==> config.mk <==
export PLATFORM = sky130hd
export DESIGN_NAME = rx_power_config_adc_regs
export DESIGN_NICKNAME = d
export VERILOG_FILES = /design/src/logic/rx_regs_pkg.sv /design/src/logic/rx_power_config_adc_regs.sv
export SDC_FILE = /design/constraint.sdc
export NUM_CORES = 1
export LEC_CHECK = 0
export BUFFER_PORTS_ARGS = -buffer_cell sky130_fd_sc_hd__buf_2
export CAP_MARGIN = 20
export CORE_UTILIZATION = 60
export DETAILED_ROUTE_END_ITERATION = 12
export PLACE_DENSITY_LB_ADDON = 0.05
export SYNTH_ARGS = -nofsm -noshare
export SYNTH_HDL_FRONTEND = slang
export SYNTH_SLANG_ARGS = --single-unit
==> constraint.sdc <==
create_clock -name clk_sys_i -period 3.3 [get_ports clk_sys_i]
set_input_delay 0.66 -clock clk_sys_i [delete_from_list [all_inputs] [get_ports clk_sys_i]]
set_output_delay 0.66 -clock clk_sys_i [all_outputs]
set_load 0.1 [all_outputs]
==> src/logic/rx_regs_pkg.sv <==
// Constants for the receiver configuration and converter register bank.
// Assumes byte-wide registers reached over a plain strobe port.
package rx_regs_pkg;
	localparam logic [7:0] ADDR_PROTECTION = 8'h2F;
	localparam logic [7:0] ADDR_QUALITY = 8'h41;
	localparam logic [7:0] ADDR_POWER = 8'h42;
	localparam logic [7:0] ADDR_CHANNEL = 8'h5C;
	localparam logic [7:0] ADDR_RESULT_HIGH = 8'h5D;
	localparam logic [7:0] ADDR_RESULT_LOW = 8'h5E;
	localparam logic [7:0] ADDR_IRQ_STATUS = 8'h70;
	localparam logic [7:0] ADDR_IRQ_MASK = 8'h71;
	localparam logic [7:0] RESET_PROTECTION = 8'hCF;
	localparam logic [7:0] RESET_QUALITY = 8'h14;
	localparam logic [3:0] RESET_CHANNEL = 4'h0;
	localparam int COLD_BIT = 0;
	localparam int RELEASE_LSB = 4;
	localparam int PROTECTION_WIDTH = 8;
	localparam int LAST_CHANNEL = 6;
	localparam int IRQ_RELEASED = 0;
	localparam int IRQ_RESULT = 1;
	localparam int CLK_HZ = 20_000_000;
	localparam int RELEASE_S_01 = 5;
	localparam int RELEASE_S_10 = 10;
	localparam int RELEASE_S_11 = 20;
	localparam int RELEASE_CYCLES_01 = RELEASE_S_01 * CLK_HZ;
	localparam int RELEASE_CYCLES_10 = RELEASE_S_10 * CLK_HZ;
	localparam int RELEASE_CYCLES_11 = RELEASE_S_11 * CLK_HZ;
	typedef enum logic [2:0] {
		ST_IDLE = 3'b001,
		ST_CONVERT = 3'b010,
		ST_VALID = 3'b100
	} conv_state_e;
endpackage

==> src/logic/rx_power_config_adc_regs.sv <==
// Register bank for fault suppression, coil quality reference, contract power and converter.
// Assumes a converter front end that answers each start with one done pulse and a result.
// Fault inputs and the converter handshake share the register clock, so none is synchronised.
// Contract
// RL1 - Bit 0 of the protection register suppresses the cold fault when one and resets to one.
// RL2 - Faults start suppressed and suppression lifts after never, 5 s, 10 s or 20 s per a two-bit field.
// RL3 - The quality reference is an eight-bit read-write register at 41h that resets to 14h.
// RL4 - Offset 42h reads the six-bit contract power in half watts with bits 7 and 6 as zero.
// RL5 - The four-bit selector at 5Ch picks one of the seven converter channels.
// RL6 - The result of the selected channel is placed into the registers at 5Dh and 5Eh.
// RL7 - Offset 5Dh holds result bits 11 to 8 in bits 3 to 0, upper bits zero, read-only.
// RL8 - Offset 5Eh holds result bits 7 to 0, forming a 12-bit value with 5Dh.
// RL9 - A selector change reconverts the new channel before the result is reported valid.
`timescale 1ns/10ps
`default_nettype none
module rx_power_config_adc_regs
	import rx_regs_pkg::*;
#(
	parameter int RELEASE_5S_CYCLES = RELEASE_CYCLES_01,
	parameter int RELEASE_10S_CYCLES = RELEASE_CYCLES_10,
	parameter int RELEASE_20S_CYCLES = RELEASE_CYCLES_11
) (
	input wire logic clk_sys_i,
	input wire logic reset_i,
	input wire logic [7:0] addr_i,
	input wire logic [7:0] wdata_i,
	input wire logic wr_i,
	input wire logic rd_i,
	output logic [7:0] rdata_o,
	input wire logic [5:0] contract_power_level_i,
	input wire logic [6:0] fault_i,
	output logic [6:0] fault_o,
	output logic conv_start_o,
	output logic [3:0] conv_channel_o,
	input wire logic conv_done_i,
	input wire logic [11:0] conv_data_i,
	output logic result_valid_o,
	output logic irq_o
);

////////////////////////////////////////////////////////////////////////////////

	// Software visible state.
	logic [7:0] protection_reg;
	logic [7:0] quality_reg;
	logic [3:0] channel_reg;
	logic [11:0] result_reg;
	logic [1:0] irq_status_reg;
	logic [1:0] irq_mask_reg;
	logic [7:0] rdata_reg;

	// Release timer and gated faults.
	logic released_reg;
	logic [31:0] release_count_reg;
	logic [6:0] fault_reg;

	// Conversion sequencer.
	logic start_reg;
	logic pending_reg;
	conv_state_e state_reg;
	conv_state_e state_next;

	wire wr_protection = wr_i && (addr_i == ADDR_PROTECTION);
	wire wr_quality = wr_i && (addr_i == ADDR_QUALITY);
	wire wr_channel = wr_i && (addr_i == ADDR_CHANNEL);
	wire wr_irq_status = wr_i && (addr_i == ADDR_IRQ_STATUS);
	wire wr_irq_mask = wr_i && (addr_i == ADDR_IRQ_MASK);

	wire [3:0] channel_wdata = wdata_i[3:0];
	wire [1:0] mask_wdata = wdata_i[1:0];
	wire channel_change = wr_channel && (channel_wdata != channel_reg);
	wire [1:0] release_sel = protection_reg[RELEASE_LSB +: 2];

////////////////////////////////////////////////////////////////////////////////
// Release timer. The count clears whenever software changes the delay field and runs again only before release.

	// A 32-bit limit holds the longest delay at this clock with room to spare.
	wire release_never = (release_sel == 2'b00);
	wire release_short = (release_sel == 2'b01);
	wire release_medium = (release_sel == 2'b10);

	wire [31:0] release_limit =
		release_short ? 32'(RELEASE_5S_CYCLES) :
		release_medium ? 32'(RELEASE_10S_CYCLES) :
		32'(RELEASE_20S_CYCLES);
	wire release_hit = !release_never && !released_reg &&
		(release_count_reg >= release_limit - 32'h0000_0001);
	wire count_run = !released_reg && !release_never;
	wire release_field_write = wr_protection &&
		(wdata_i[RELEASE_LSB +: 2] != release_sel);

	always_ff @(posedge clk_sys_i) begin
		if (reset_i || release_field_write) begin
			release_count_reg <= 32'h0000_0000;
		end else if (count_run) begin
			release_count_reg <= release_count_reg + 32'h0000_0001; // RL2
		end
	end

	always_ff @(posedge clk_sys_i) begin
		if (reset_i) begin
			released_reg <= 1'b0;
		end else if (release_hit) begin
			released_reg <= 1'b1; // RL2
		end
	end

	// Each mask bit passes its fault only once released; bit 0 is the cold fault.
	// Mask bits 7..6 and 3..0 cover faults 6..5 and 3..0; fault 4 takes a constant one and is always masked.
	wire [6:0] mask_bits = {protection_reg[7:6], 1'b1, protection_reg[3:0]};
	genvar gi;
	generate
		for (gi = 0; gi < 7; gi++) begin : g_fault
			always_ff @(posedge clk_sys_i) begin
				if (reset_i) begin
					fault_reg[gi] <= 1'b0;
				end else begin
					fault_reg[gi] <= fault_i[gi] && released_reg && !mask_bits[gi]; // RL1 RL2
				end
			end
		end
	endgenerate

////////////////////////////////////////////////////////////////////////////////
// Software registers. Each register has its own short process, so a decode slip
// touches only one of them.

	always_ff @(posedge clk_sys_i) begin
		if (reset_i) begin
			protection_reg <= RESET_PROTECTION; // RL1
		end else if (wr_protection) begin
			protection_reg <= wdata_i; // RL1
		end
	end

	always_ff @(posedge clk_sys_i) begin
		if (reset_i) begin
			quality_reg <= RESET_QUALITY; // RL3
		end else if (wr_quality) begin
			quality_reg <= wdata_i; // RL3
		end
	end

	always_ff @(posedge clk_sys_i) begin
		if (reset_i) begin
			channel_reg <= RESET_CHANNEL;
		end else if (wr_channel) begin
			channel_reg <= channel_wdata; // RL5
		end
	end

	always_ff @(posedge clk_sys_i) begin
		if (reset_i) begin
			irq_mask_reg <= 2'h0;
		end else if (wr_irq_mask) begin
			irq_mask_reg <= mask_wdata;
		end
	end

////////////////////////////////////////////////////////////////////////////////
// Conversion sequencer. A selector write that changes the channel during a conversion is remembered
// so the stale result is never flagged valid.

	always_comb begin
		state_next = state_reg;
		case (state_reg)
			ST_IDLE: state_next = ST_CONVERT;
			ST_CONVERT: begin
				if (conv_done_i) begin
					state_next = (pending_reg || channel_change) ? ST_IDLE : ST_VALID;
				end
			end
			ST_VALID: begin
				if (channel_change) begin
					state_next = ST_IDLE; // RL9
				end
			end
			default: state_next = ST_IDLE;
		endcase
	end

	// The converter must answer every start; a lost done pulse stalls the sequencer.
	wire in_idle = (state_reg == ST_IDLE);
	wire capture = (state_reg == ST_CONVERT) && conv_done_i;

	always_ff @(posedge clk_sys_i) begin
		if (reset_i) begin
			state_reg <= ST_IDLE;
			start_reg <= 1'b0;
		end else begin
			state_reg <= state_next;
			start_reg <= in_idle;
		end
	end

	always_ff @(posedge clk_sys_i) begin
		if (reset_i) begin
			pending_reg <= 1'b0;
		end else if (in_idle) begin
			pending_reg <= 1'b0;
		end else if (channel_change) begin
			pending_reg <= 1'b1; // RL9
		end
	end

	always_ff @(posedge clk_sys_i) begin
		if (reset_i) begin
			result_reg <= 12'h000;
		end else if (capture) begin
			result_reg <= conv_data_i; // RL6
		end
	end

////////////////////////////////////////////////////////////////////////////////
// Interrupt status: bit 0 release reached, bit 1 fresh valid result.

	wire event_released = release_hit;
	wire event_result = (state_reg != ST_VALID) && (state_next == ST_VALID);
	wire [1:0] irq_events = {event_result, event_released};

	// Set wins over a clear in the same cycle, so no event is lost.
	genvar si;
	generate
		for (si = 0; si < 2; si++) begin : g_status
			always_ff @(posedge clk_sys_i) begin
				if (reset_i) begin
					irq_status_reg[si] <= 1'b0;
				end else if (irq_events[si]) begin
					irq_status_reg[si] <= 1'b1;
				end else if (wr_irq_status && wdata_i[si]) begin
					irq_status_reg[si] <= 1'b0;
				end
			end
		end
	endgenerate

////////////////////////////////////////////////////////////////////////////////
// Read decode. Unmapped offsets read as zero.

	wire sel_protection = (addr_i == ADDR_PROTECTION);
	wire sel_quality = (addr_i == ADDR_QUALITY);
	wire sel_power = (addr_i == ADDR_POWER);
	wire sel_channel = (addr_i == ADDR_CHANNEL);
	wire sel_result_high = (addr_i == ADDR_RESULT_HIGH);
	wire sel_result_low = (addr_i == ADDR_RESULT_LOW);
	wire sel_irq_status = (addr_i == ADDR_IRQ_STATUS);
	wire sel_irq_mask = (addr_i == ADDR_IRQ_MASK);

	wire [7:0] rd_mux =
		sel_protection ? protection_reg :
		sel_quality ? quality_reg :
		sel_power ? {2'b00, contract_power_level_i} : // RL4
		sel_channel ? {4'h0, channel_reg} :
		sel_result_high ? {4'h0, result_reg[11:8]} : // RL7
		sel_result_low ? result_reg[7:0] : // RL8
		sel_irq_status ? {6'h00, irq_status_reg} :
		sel_irq_mask ? {6'h00, irq_mask_reg} : 8'h00;

	// Read data fall back to zero outside the answer cycle, so a late sample
	// cannot pick up a stale value.
	always_ff @(posedge clk_sys_i) begin
		if (reset_i) begin
			rdata_reg <= 8'h00;
		end else begin
			rdata_reg <= rd_i ? rd_mux : 8'h00;
		end
	end

////////////////////////////////////////////////////////////////////////////////
// Registered outputs. The interrupt lags the status by one cycle, which keeps
// the pin free of glitches.

	logic irq_reg;
	logic valid_reg;
	wire irq_pending = |(irq_status_reg & irq_mask_reg);
	wire valid_next = (state_next == ST_VALID);

	always_ff @(posedge clk_sys_i) begin
		if (reset_i) begin
			irq_reg <= 1'b0;
		end else begin
			irq_reg <= irq_pending;
		end
	end

	always_ff @(posedge clk_sys_i) begin
		if (reset_i) begin
			valid_reg <= 1'b0;
		end else begin
			valid_reg <= valid_next; // RL9
		end
	end


	assign rdata_o = rdata_reg;
	assign fault_o = fault_reg;
	assign conv_start_o = start_reg;
	assign conv_channel_o = channel_reg;
	assign result_valid_o = valid_reg;
	assign irq_o = irq_reg;
endmodule
`default_nettype wire

-- Word level (Yosys, flattened, before mapping)
Index checks and enable logic that the tools add are counted.
- register bits after elaboration: 90
- input port bits: 46
- output and inout port bits: 22
- word-level logic and storage cells: 102
- add/subtract/negate cells: 2
- $lt $le $gt $ge: 1
- equality and inequality tests: 17
- muxes and demuxes: 18
- bitwise logic cells: 2
- reductions and logical operators: 41
- operators with widths (operator ; number):
    $mux 29 ; 2
    $eq 8x7->1 const B ; 7
    $mux 8 ; 6
    $add 32x1->32 const B ; 1
    $ge 32x32->1 ; 1
    $sub 29x1->30 const B ; 1
    $logic_and 1x1->1 ; 25
    $mux 3 ; 3
    $pmux 3 s3 ; 1
    $eq 8x6->1 const B ; 1
    $logic_not 1->1 ; 8
    $eq 3x3->1 const B ; 2
    $reduce_or 2->1 ; 3
    $mux 1 ; 4
    $mux 2 ; 2
    $ne 4x4->1 ; 1
    $reduce_bool 2->1 ; 2
    $eq 3x1->1 const B ; 1
    $eq 3x2->1 const B ; 1
    $ne 3x3->1 const B ; 1
    $and 2x2->2 ; 1
    $eq 2x1->1 const B ; 1
    $eq 2x2->1 const B ; 1
    $logic_not 2->1 ; 1
    other kinds (3) ; 4

-- Longest topological paths before layout
Gate-level depths: netlist of run 1.
- word-level depth: 10
- depth in mapped cells: 9
- depth with buffers taken out: 9

-- Worst setup path after synthesis of run 1
Ideal clock, no wire load.
- path type: reg-to-reg
- from: register protection_reg[4]
- to: register irq_status_reg[0]
- library setup time: 139 ps
- arrival time: 2087 ps
- data required time: 3161 ps
- path slack: 1074 ps
- stages on the path, launching flop included: 9
- path buffers: 0
- period minus slack after synthesis: 2226 ps
- cell sequence: dfxtp_1 -> inv_1 -> ha_1 -> ha_1 -> or4_1 -> nor2_1 -> o21ai_0 -> a2111oi_0 -> o21ai_0
- cells in the longest elaborated chain, start to end: 7
- elaborated cells on any way between the ends: 12
- those cells by class: add/sub: 1; order compare: 1; eq/ne: 2; mux: 3; reduce/logical: 5
- RTL lines (item ; RTL line ; RTL):
    start, declared ; rx_power_config_adc_regs.sv:44 ; logic [7:0] protection_reg;
    start signal, assigned ; rx_power_config_adc_regs.sv:132 ; protection_reg <= wdata_i;
    $eq 2x2->1 ; rx_power_config_adc_regs.sv:80 ; wire release_medium = (release_sel == 2'b10);
    $mux 29 ; rx_power_config_adc_regs.sv:84 ; release_medium ? 32'(RELEASE_10S_CYCLES) :
    $mux 29 ; rx_power_config_adc_regs.sv:83 ; release_short ? 32'(RELEASE_5S_CYCLES) :
    $sub 29x1->30 ; rx_power_config_adc_regs.sv:87 ; (release_count_reg >= release_limit - 32'h0000_0001);
    $ge 32x32->1 ; rx_power_config_adc_regs.sv:87 ;
    $logic_and 1x1->1 * ; rx_power_config_adc_regs.sv:86 ; wire release_hit = !release_never && !released_reg &&
    $mux 1 or $reduce_bool 2->1 (tied branches) ; n/a ;
    end signal, assigned by index ; rx_power_config_adc_regs.sv:227 ; irq_status_reg[si] <= 1'b0;
    end signal, assigned by index ; rx_power_config_adc_regs.sv:229 ; irq_status_reg[si] <= 1'b1;
    end signal, assigned by index ; rx_power_config_adc_regs.sv:231 ; irq_status_reg[si] <= 1'b0;
    end, declared ; rx_power_config_adc_regs.sv:48 ; logic [1:0] irq_status_reg;
Every way passes the cells marked *; elsewhere a longest branch is shown, timed or not.
A chain may end at the register's enable or synchronous reset.

-- Worst setup path in the final report of run 1
Same ends and word-level chain as after synthesis.

==> metrics.md, run 1 <==
| Metric | Value |
|---|---|
| Worst r2r path cells | `9` |
| RSZ-0062 raised after global routing | `false` |
| Num Clock Sinks | `90` |
| Worst setup skew after layout | `5.92 ps` |
| Maximum ir drop on the vdd rail | `0.402 mV` |
| Global-route wire length before repair | `16600 um` |
| Core ar. | `7210 um2` |
| Vias | `3923` |
| Max Fanout on Critical Path | `5` |
| End of the worst register-to-register path | `irq_status_reg[0]` |
| Initial core utilization | `61.8%` |
| WL/cell | `14.8 um` |
| Number of instances in the placed design | `671` |
| Number of synthesized flops with an enable pin | `0` |
| Fmax | `365 MHz` |
| Count of routing violations after the opening detailed-route iteration | `190` |
| Area used by multi-input combinational logic | `2470 um2` |
| Num CTS Buffers | `9` |
| Number of pins with negative max-slew slack in the final report | `0` |
| Hold path depth | `1` |
| Min-delay src | `protection_reg[6]` |
| Final global-route overflow total | `0` |
| Source of the worst register-to-register timing path | `protection_reg[4]` |
| Aggregate routed wire length | `10200 um` |
| CTS Hold Bufs | `0` |
| Run status | `finished clean` |
| Clock transition at path regs | `100 ps` |
| PostCTS Resize Cnt | `0` |
| Half-perimeter wire length after detailed placement | `7410 um` |
| Number of fillers in the final layout | `652` |
| FF/Latch Area | `1800 um2` |
| Post-route ant nets | `0` |
| Final setup margin | `559 ps` |
| Fraction of the yosys area taken by sequential cells | `40.4%` |
| Overall die height | `88.2 um` |
| Fraction of registers with async set/reset | `0%` |
| Path type of the worst setup path | `flop to flop` |
| Deepest clock path buffer count | `2` |
| Count of buffers inserted at the top-level ports | `65` |
| Area delta synth->final | `12.0%` |
| Leakage | `0.00189 uW` |
| Post-route insts no fill | `687` |
| Placement Setup Slack | `600 ps` |
| Total routing resource utilization after global routing | `27.5%` |
| Yosys warning total | `0` |
| Synth Cell Area | `4460 um2` |
| Number of rows created at floorplan | `31` |
| Via density | `5.71` |
| Setup violators final | `0` |
| R2R setup slack | `560 ps` |
| Worst Hold Path EP | `fault_o[5]` |
| Worst skew pair latency | `350 ps` |
| Post-synthesis cell count | `530` |
| Gp weighted congestion | `0.877` |
| Post-CTS setup buffers | `0` |
| #FFs+latches synth | `90` |
| Number of endpoints with negative hold slack in the final report | `0` |
| Critical Path Sink Type | `flop` |
| Length of the first detailed-routing pass in iterations | `5` |
| Clock period minus final worst setup slack | `2740 ps` |
| H-Tree Level Count | `3` |
| Most instantiated flip-flop cell in the synthesis netlist | `sky130_fd_sc_hd__dfxtp_1` |
| Antenna cells | `0` |
| Largest register FFs | `32` |
| Number of different library cells in the post-synthesis netlist | `65` |
| Number of global-route vias before repair | `3492` |
| Class of the tightest hold or removal check | `flop to flop` |
| Kind of start point of the critical path | `flop` |
| Most common cell after layout, fill and taps aside | `sky130_fd_sc_hd__dfxtp_1` |
| Design Power | `1960 uW` |
| Final worst path period share | `83.1%` |
| Top library cells by usage in the layout, fill and taps aside | `sky130_fd_sc_hd__dfxtp_1, sky130_fd_sc_hd__nand2_1, sky130_fd_sc_hd__buf_2` |
| Mean post-synth cell area | `8.41 um2` |
| Setup TNS | `0 ps` |
| Number of antenna violations at the first check in global routing | `0` |
| Arrival time worst endpoint | `2970 ps` |
| Total cell area at the placement stage | `4800 um2` |
| Final net count | `647` |
| CTS Root Buffer Type | `sky130_fd_sc_hd__clkbuf_8` |
| Maxcap violations | `0` |
| IO Pins | `68` |
| Total power density per cell area | `392 nW/um2` |
| Worst-Margin Slew | `727 ps` |
| Largest net degree at the start of global routing | `37` |
| Share of final-layout standard cells stronger than drive strength 1 | `16.3%` |
| DR DRC count | `0` |
| Die Area | `7780 um2` |
| Clock tree from TritonCTS | `yes` |
| Required time reported for the critical path endpoint | `3520 ps` |
| Horizontal die dimension | `88.2 um` |
| Final design area excluding fillers | `4990 um2` |
| Relative slew slack | `51.4%` |
## power breakdown
group	internal [uW]	leakage (uW)	switching (uW)	total [uW]
Clock	286	0.0000819	420	706
Combinational	47.6	0.00109	96.6	144
Sequential	1100	0.000726	10.0	1110
## worst max-delay path by stage
stage | start | to | slack (ps) | cells past startpoint
after detailed placement | protection_reg[4] | irq_status_reg[0] | 600 | 9
after global placement | protection_reg[4] | irq_status_reg[0] | 620 | 9
after CTS | protection_reg[4] | irq_status_reg[0] | 560 | 9
final | protection_reg[4] | irq_status_reg[0] | 560 | 9
after floorplan | protection_reg[4] | irq_status_reg[0] | 1070 | 8
after global routing | protection_reg[4] | irq_status_reg[0] | 260 | 9
## layer usage
metal,vias up,share of wire (%),GRT usage (%)
li1,1985,-,-
met1,1810,51,40.2
met2,115,44,40.9
met3,13,4.6,6.13
met4,0,0.89,7.04
met5,-,0,0
## area by class of cell
| type | count | area share, % |
|---|---|---|
| Clock buffer | 9 | 2.48 |
| Clock inverter | 7 | 1.23 |
| Inverter | 13 | 0.978 |
| Multi-Input combinational cell | 400 | 49.6 |
| Sequential cell | 90 | 36.1 |
| Tap cell | 99 | 2.48 |
| Timing Repair Buffer | 69 | 7.12 |
## metrics by stage
stage	hold WS, ps	util (%)
6_report	451	69.2
3_5_place_dp	442	66.6
3_3_place_gp	435	66.6
2_1_floorplan	419	-
4_1_cts	456	69.2
5_1_grt	478	69.2
## critical path, stage by stage (launching register included)
cell and delay (ps):
sky130_fd_sc_hd__dfxtp_1 440, sky130_fd_sc_hd__inv_1 120, sky130_fd_sc_hd__ha_1 380, sky130_fd_sc_hd__inv_1 100, sky130_fd_sc_hd__ha_1 210, sky130_fd_sc_hd__a211oi_1 300, sky130_fd_sc_hd__and3_1 200, sky130_fd_sc_hd__a2111oi_0 100
sky130_fd_sc_hd__a2111oi_0 570, sky130_fd_sc_hd__o21ai_0 170
## cell usage after synthesis (2+ instances only)
master | n | area, um2
sky130_fd_sc_hd__nand4_1 | 10 | 62.6
sky130_fd_sc_hd__inv_1 | 13 | 48.8
sky130_fd_sc_hd__xor2_1 | 12 | 105
sky130_fd_sc_hd__a22o_1 | 2 | 17.5
sky130_fd_sc_hd__a32oi_1 | 2 | 17.5
sky130_fd_sc_hd__nor2b_1 | 8 | 50.1
sky130_fd_sc_hd__ha_1 | 18 | 225
sky130_fd_sc_hd__and2_1 | 3 | 18.8
sky130_fd_sc_hd__and3_1 | 6 | 37.5
sky130_fd_sc_hd__a21oi_1 | 40 | 200
sky130_fd_sc_hd__or3_1 | 2 | 12.5
sky130_fd_sc_hd__conb_1 | 2 | 7.51
sky130_fd_sc_hd__dfxtp_1 | 90 | 1800
sky130_fd_sc_hd__nand3_1 | 29 | 145
sky130_fd_sc_hd__a2bb2oi_1 | 2 | 17.5
sky130_fd_sc_hd__a2111oi_0 | 2 | 17.5
sky130_fd_sc_hd__nor2_1 | 56 | 210
sky130_fd_sc_hd__nand2_1 | 65 | 244
sky130_fd_sc_hd__mux2i_1 | 11 | 110
sky130_fd_sc_hd__a222oi_1 | 2 | 20.0
sky130_fd_sc_hd__buf_6 | 3 | 33.8
sky130_fd_sc_hd__or4_1 | 2 | 15.0
sky130_fd_sc_hd__nor3_1 | 13 | 65.1
sky130_fd_sc_hd__a31oi_1 | 3 | 18.8
sky130_fd_sc_hd__xnor2_1 | 24 | 210
sky130_fd_sc_hd__clkbuf_1 | 20 | 75.1
sky130_fd_sc_hd__o21a_1 | 3 | 22.5
sky130_fd_sc_hd__o21ai_0 | 18 | 90.1
sky130_fd_sc_hd__o22ai_1 | 2 | 12.5
sky130_fd_sc_hd__nor3b_1 | 7 | 52.6
sky130_fd_sc_hd__buf_2 | 3 | 15.0
sky130_fd_sc_hd__nand2b_1 | 4 | 25.0
sky130_fd_sc_hd__and4_1 | 3 | 26.3
sky130_fd_sc_hd__a22oi_1 | 5 | 37.5
sky130_fd_sc_hd__nor4_1 | 15 | 93.8
## logic make-up (layout without fill, tap and decap cells)
kind of cell               count (synthesis)  after routing  share of synthesized area [%]
xor gates and xnor gates                  36             36                           7.07
DFF                                       90             90                           40.4
AOI/OAI and AO/OA                         98             98                           14.0
adders and majority gates                 18             18                           5.05
muxes                                     11             11                           2.47
and+or+nand+nor                          234            234                           26.7
other                                      2              3                          0.169
buffers and inverters                     41             98                           4.13
Note: power is estimated with default switching activity, not from simulation.
==> run 2: changes to the inputs <==
CORE_UTILIZATION = 57   (was 60)
clock period = 2.6 ns   (was 3.3 ns; I/O delays follow)
==> run 2 against run 1 <==
Effect of this change: maximum frequency up 17%; utilization is 0.81 points lower; wire length rose by 5.2%; die area up 5.1%; critical path depth is the same; non-clock buffer count up 11; combinational power increased by 31%; critical path type unchanged; largest cell class unchanged; largest power group unchanged.
==> metrics.md, run 2 (synthesis gave the netlist of run 1 again) <==
| Metric | Value |
|---|---|
| RSZ-0062 raised after global routing | `false (unchanged)` |
| Deepest clock path buffer count | `2 (unchanged)` |
| CTS Root Buffer Type | `sky130_fd_sc_hd__clkbuf_8 (unchanged)` |
| Setup TNS | `0 ps (unchanged)` |
| Worst setup skew after layout | `10.1 ps (was 5.92 ps)` |
| End of the worst register-to-register path | `released_reg (was irq_status_reg[0])` |
| Half-perimeter wire length after detailed placement | `8060 um (was 7410 um)` |
| H-Tree Level Count | `3 (unchanged)` |
| Placement Setup Slack | `101 ps (was 600 ps)` |
| Antenna cells | `0 (unchanged)` |
| Num CTS Buffers | `9 (unchanged)` |
| Via density | `5.80 (was 5.71)` |
| Top library cells by usage in the layout, fill and taps aside | `sky130_fd_sc_hd__dfxtp_1, sky130_fd_sc_hd__nand2_1, sky130_fd_sc_hd__buf_2 (unchanged)` |
| Number of fillers in the final layout | `634 (was 652)` |
| Vias | `4047 (was 3923)` |
| Final net count | `658 (was 647)` |
| CTS Hold Bufs | `0 (unchanged)` |
| Setup violators final | `0 (unchanged)` |
| Share of final-layout standard cells stronger than drive strength 1 | `17.9% (was 16.3%)` |
| Slowest cell on crit path | `sky130_fd_sc_hd__a2111oi_0 (unchanged)` |
| Cell-by-cell trace of the critical path | `buf_4 -> ha_1 -> inv_1 -> ha_1 -> nand4_1 -> a2111oi_0 -> a2111oi_1 -> buf_4 -> o41ai_1 (was inv_1 -> ha_1 -> inv_1 -> ha_1 -> a211oi_1 -> and3_1 -> a2111oi_0 -> a2111oi_0 -> o21ai_0)` |
| Leakage | `0.00195 uW (was 0.00189 uW)` |
| Worst-Margin Slew | `786 ps (was 727 ps)` |
| Number of global-route vias before repair | `3742 (was 3492)` |
| Maximum ir drop on the vdd rail | `0.517 mV (was 0.402 mV)` |
| Arrival time worst endpoint | `2620 ps (was 2970 ps)` |
| Worst r2r path cells | `9 (unchanged)` |
| Peak per-stage delay on the critical path | `420 ps (was 570 ps)` |
| Source of the worst register-to-register timing path | `protection_reg[5] (was protection_reg[4])` |
| Post-route ant nets | `0 (unchanged)` |
| Class of the tightest hold or removal check | `input port to flop (was flop to flop)` |
| Maxcap violations | `0 (unchanged)` |
| Number of pins with negative max-slew slack in the final report | `0 (unchanged)` |
| Capturing instance or port of the critical path | `released_reg (was irq_status_reg[0])` |
| Number of instances in the placed design | `681 (was 671)` |
| Number of antenna violations at the first check in global routing | `0 (unchanged)` |
| Hold Slack | `387 ps (was 451 ps)` |
| Clock tree from TritonCTS | `yes (unchanged)` |
| WL/cell | `15.3 um (was 14.8 um)` |
| Post-route insts no fill | `698 (was 687)` |
| Horizontal die dimension | `90.4 um (was 88.2 um)` |
| Largest register FFs | `32 (unchanged)` |
| Final global-route overflow total | `0 (unchanged)` |
| Core ar. | `7410 um2 (was 7210 um2)` |
| Fmax | `426 MHz (was 365 MHz)` |
| Num Clock Sinks | `90 (unchanged)` |
| Kind of start point of the critical path | `flop (unchanged)` |
| Count of buffers inserted at the top-level ports | `65 (unchanged)` |
| Required time reported for the critical path endpoint | `2870 ps (was 3520 ps)` |
| Number of rows created at floorplan | `31 (unchanged)` |
| Worst setup path startpoint | `protection_reg[5] (was protection_reg[4])` |
| DR DRC count | `0 (unchanged)` |
| R2R setup slack | `250 ps (was 560 ps)` |
| Overall die height | `90.4 um (was 88.2 um)` |
| Gp weighted congestion | `0.901 (was 0.877)` |
| Final setup margin | `252 ps (was 559 ps)` |
| Area delta synth->final | `13.6% (was 12.0%)` |
| Global-route wire length before repair | `17600 um (was 16600 um)` |
| Clock period minus final worst setup slack | `2350 ps (was 2740 ps)` |
| Run status | `finished clean (unchanged)` |
| Relative slew slack | `47.4% (was 51.4%)` |
| Path type of the worst setup path | `flop to flop (unchanged)` |
| Critical Path Sink Type | `flop (unchanged)` |
| Clock transition at path regs | `100 ps (about the same)` |
| Count of routing violations after the opening detailed-route iteration | `193 (was 190)` |
| Aggregate routed wire length | `10700 um (was 10200 um)` |
| Initial core utilization | `60.2% (was 61.8%)` |
| Largest net degree at the start of global routing | `22 (was 37)` |
| Worst skew pair latency | `370 ps (was 350 ps)` |
| Die Area | `8180 um2 (was 7780 um2)` |
| Max Fanout on Critical Path | `7 (was 5)` |
| Most common cell after layout, fill and taps aside | `sky130_fd_sc_hd__dfxtp_1 (unchanged)` |
| Total routing resource utilization after global routing | `26.8% (was 27.5%)` |
| Number of endpoints with negative hold slack in the final report | `0 (unchanged)` |
| IO Pins | `68 (unchanged)` |
| Total power density per cell area | `488 nW/um2 (was 392 nW/um2)` |
| Final worst path period share | `90.3% (was 83.1%)` |
| Length of the first detailed-routing pass in iterations | `4 (was 5)` |
-- run 2: cell types whose count changed in the layout (fill, tap and decap cells not counted), sizes merged --
cell / previous run / this run
buf: 69 / 80
clkinvlp: 4 / 2
clkinv: 0 / 2
-- run 2: area by class of cell --
class	count	area (um2)	area share, %
clock buffer	9	124	2.45
clock inverter	7	51.3	1.01
inverter	13	48.8	0.964
multi-input combinational	400	2480	48.9
sequential	90	1800	35.6
tap	99	124	2.45
timing repair buffer	80	438	8.65
-- run 2: worst min-delay path by stage --
stage	depth (start not counted)	start	slack [ps]	to
2_1_floorplan	1	protection_reg[6]	420	fault_o[5]
3_3_place_gp	1	protection_reg[7]	440	fault_o[6]
3_5_place_dp	1	protection_reg[3]	440	fault_o[3]
4_1_cts	3	conv_data_i[1]	380	result_reg[1]
5_1_grt	3	conv_data_i[4]	390	result_reg[4]
6_report	3	conv_data_i[1]	390	result_reg[1]
-- run 2: timing repair --
action | CTS | global route
buffers inserted | 0 | 1
gates resized for setup | 0 | 1
endpoints found under the setup margin | 0 | 2
-- run 2: routing by layer --
layer / GRT usage, % / up-vias / share of wire (%)
li1: - / 2000 / -
met1: 37.4 / 1916 / 48
met2: 41.5 / 116 / 45
met3: 5.22 / 15 / 5.6
met4: 8.74 / 0 / 1.3
met5: 0 / - / 0
-- run 2: metrics by stage --
step	cell area, um2	util (%)	power (uW)
6_report	5060	68.3	2470
5_1_grt	5060	68.3	2560
4_1_cts	5050	68.2	2490
3_5_place_dp	4880	65.9	1620
3_3_place_gp	4880	65.9	1620
2_1_floorplan	4460	-	1550
-- run 2: report_power, final --
group	internal [uW]	switching [uW]	total, uW
Sequential	1390	12.5	1400
Combinational	64.5	124	188
Clock	354	526	880
Total	1810	662	2470
-- run 2: worst max-delay path, delay by kind of cell, from the launching register on --
kind                       cells  cell delay (ps)
buffers and inverters          3              430
adders and majority gates      2              650
DFF                            1              340
AOI/OAI and AO/OA              3              730
and+or+nand+nor                1              110
==> run 3: changes to the inputs <==
CORE_ASPECT_RATIO = 1.4   (was not set)
CTS_BUF_LIST = sky130_fd_sc_hd__clkbuf_16   (was not set)
==> run 3 against run 2 <==
Effect of this change: die area hardly changed; maximum frequency is 5.2% lower; worst hold slack better by 22 ps; cell count is 0.43% higher; utilization is 1.5 points higher; wire length is 1.8% higher; worst setup slack worse by 130 ps; critical endpoint is now irq_status_reg[0]; combinational power is 2% higher; count of clock-buffer cells in the layout stayed put; clock power is 36% higher; highest routed layer unchanged; sequential share of layout area is 0.99 points lower.
==> metrics.md, run 3 (synthesis gave the netlist of run 1 again) <==
| Metric | Value |
|---|---|
| Arrival time worst endpoint | `2710 ps (was 2620 ps)` |
| Final design area excluding fillers | `5210 um2 (was 5060 um2)` |
| Total cell area at the placement stage | `4930 um2 (was 4880 um2)` |
| Overall die height | `107 um (was 90.4 um)` |
| Num CTS Buffers | `9 (unchanged)` |
| Core ar. | `7450 um2 (was 7410 um2)` |
| Aggregate routed wire length | `10900 um (was 10700 um)` |
| Final global-route overflow total | `0 (unchanged)` |
| Path type of the worst setup path | `flop to flop (unchanged)` |
| Clock tree from TritonCTS | `yes (unchanged)` |
| Worst skew pair latency | `350 ps (was 370 ps)` |
| Largest register FFs | `32 (unchanged)` |
| Worst r2r path cells | `11 (was 9)` |
| Post-route ant nets | `0 (unchanged)` |
| Via density | `5.83 (was 5.80)` |
| Antenna cells | `0 (unchanged)` |
| Clock period minus final worst setup slack | `2480 ps (was 2350 ps)` |
| Number of fillers in the final layout | `649 (was 634)` |
| Global-route wire length before repair | `18100 um (was 17600 um)` |
| Share of final-layout standard cells stronger than drive strength 1 | `18.2% (was 17.9%)` |
| Post-CTS setup buffers | `0 (unchanged)` |
| IO Pins | `68 (unchanged)` |
| Setup TNS | `0 ps (unchanged)` |
| Number of antenna violations at the first check in global routing | `0 (unchanged)` |
| Horizontal die dimension | `76.7 um (was 90.4 um)` |
| DR DRC count | `0 (unchanged)` |
| Worst-Margin Slew | `542 ps (was 786 ps)` |
| CTS Root Buffer Type | `sky130_fd_sc_hd__clkbuf_16 (was sky130_fd_sc_hd__clkbuf_8)` |
| Deepest clock path buffer count | `2 (unchanged)` |
| Gp weighted congestion | `0.941 (was 0.901)` |
| Run status | `finished clean (unchanged)` |
| Number of global-route vias before repair | `3966 (was 3742)` |
| Worst setup skew after layout | `8.02 ps (was 10.1 ps)` |
| Largest net degree at the start of global routing | `36 (was 22)` |
| Area delta synth->final | `16.9% (was 13.6%)` |
| Total power density per cell area | `536 nW/um2 (was 488 nW/um2)` |
| Total routing resource utilization after global routing | `28.1% (was 26.8%)` |
| Number of endpoints with negative hold slack in the final report | `0 (unchanged)` |
| Length of the first detailed-routing pass in iterations | `4 (unchanged)` |
| Number of pins with negative max-slew slack in the final report | `0 (unchanged)` |
| Relative slew slack | `63.5% (was 47.4%)` |
| Num Clock Sinks | `90 (unchanged)` |
| Leakage | `0.00203 uW (was 0.00195 uW)` |
| H-Tree Level Count | `3 (unchanged)` |
| Clock transition at path regs | `70 ps (was 100 ps)` |
| Final net count | `663 (was 658)` |
| Maxcap violations | `0 (unchanged)` |
| Count of buffers inserted at the top-level ports | `65 (unchanged)` |
| RSZ-0062 raised after global routing | `true (was false)` |
| Max Fanout on Critical Path | `3 (was 7)` |
| Maximum ir drop on the vdd rail | `0.439 mV (was 0.517 mV)` |
| Setup violators final | `0 (unchanged)` |
| Fmax | `404 MHz (was 426 MHz)` |
| Kind of start point of the critical path | `flop (unchanged)` |
| Initial core utilization | `59.8% (was 60.2%)` |
| Required time reported for the critical path endpoint | `2830 ps (was 2870 ps)` |
| Hold path depth | `3 (unchanged)` |
| WL/cell | `15.5 um (was 15.3 um)` |
| Number of rows created at floorplan | `37 (was 31)` |
| R2R setup slack | `120 ps (was 250 ps)` |
| Die Area | `8180 um2 (about the same)` |
| Top library cells by usage in the layout, fill and taps aside | `sky130_fd_sc_hd__dfxtp_1, sky130_fd_sc_hd__nand2_1, sky130_fd_sc_hd__buf_2 (unchanged)` |
| Final worst path period share | `95.3% (was 90.3%)` |
| Count of routing violations after the opening detailed-route iteration | `236 (was 193)` |
| Most common cell after layout, fill and taps aside | `sky130_fd_sc_hd__dfxtp_1 (unchanged)` |
| Half-perimeter wire length after detailed placement | `7970 um (was 8060 um)` |
| Vias | `4090 (was 4047)` |
| Class of the tightest hold or removal check | `input port to flop (unchanged)` |
| Critical Path Sink Type | `flop (unchanged)` |
## run 3: routing by layer
metal / vias to the layer above / wire, um / global-route usage, %
met5: - / 0 / 0
met4: 0 / 402 / 15.8
met3: 37 / 458 / 5.62
met2: 124 / 5730 / 51.8
met1: 1911 / 4290 / 29.5
li1: 2018 / - / -
## run 3: area by class of cell
type                    instances  area, um2  share of cell area [%]
clock inverters                 7       46.3                   0.889
inverters                      13       48.8                   0.937
flip-flops and latches         90       1800                    34.6
multi-input cells             400       2480                    47.6
repair buffers                 85        488                    9.37
clock buffers                   9        225                    4.32
well taps                      97        121                    2.33
## run 3: worst paths after layout
check	start	end
worst min-delay path	conv_data_i[7]	result_reg[7]
worst min register to register	quality_reg[7]	quality_reg[7]
worst max-delay path	protection_reg[4]	irq_status_reg[0]
worst max register to register	protection_reg[4]	irq_status_reg[0]
## run 3: repair_timing
action | CTS | global route
setup endpoints to repair | 2 | 2
gates resized for setup | 1 | 1
hold buffers | 0 | 0
## run 3: per-stage QoR
stage	setup slack [ps]	utilization [%]	cells	hold slack (ps)	power, uW
floorplan	374	-	531	419	1550
global placement	41.2	66.2	685	441	1620
detailed placement	14.1	66.2	685	448	1630
CTS	43.4	69.9	701	401	2820
global route	-11.4	69.9	701	413	2890
finish	123	69.9	701	408	2790
## run 3: critical path, stage by stage (launching register included)
cell and delay (ps):
sky130_fd_sc_hd__dfxtp_1 330, sky130_fd_sc_hd__inv_1 70, sky130_fd_sc_hd__ha_1 370, sky130_fd_sc_hd__inv_1 90
sky130_fd_sc_hd__ha_1 200, sky130_fd_sc_hd__a211oi_1 300, sky130_fd_sc_hd__and3_1 210, sky130_fd_sc_hd__a2111oi_1 70
sky130_fd_sc_hd__buf_4 130, sky130_fd_sc_hd__a2111oi_1 320, sky130_fd_sc_hd__buf_4 180, sky130_fd_sc_hd__o21ai_0 70
## run 3: power breakdown
group / total (uW) / switching [uW] / internal [uW]
Clock: 1200 / 553 / 644
Sequential: 1400 / 11.1 / 1390
Combinational: 192 / 126 / 66.7
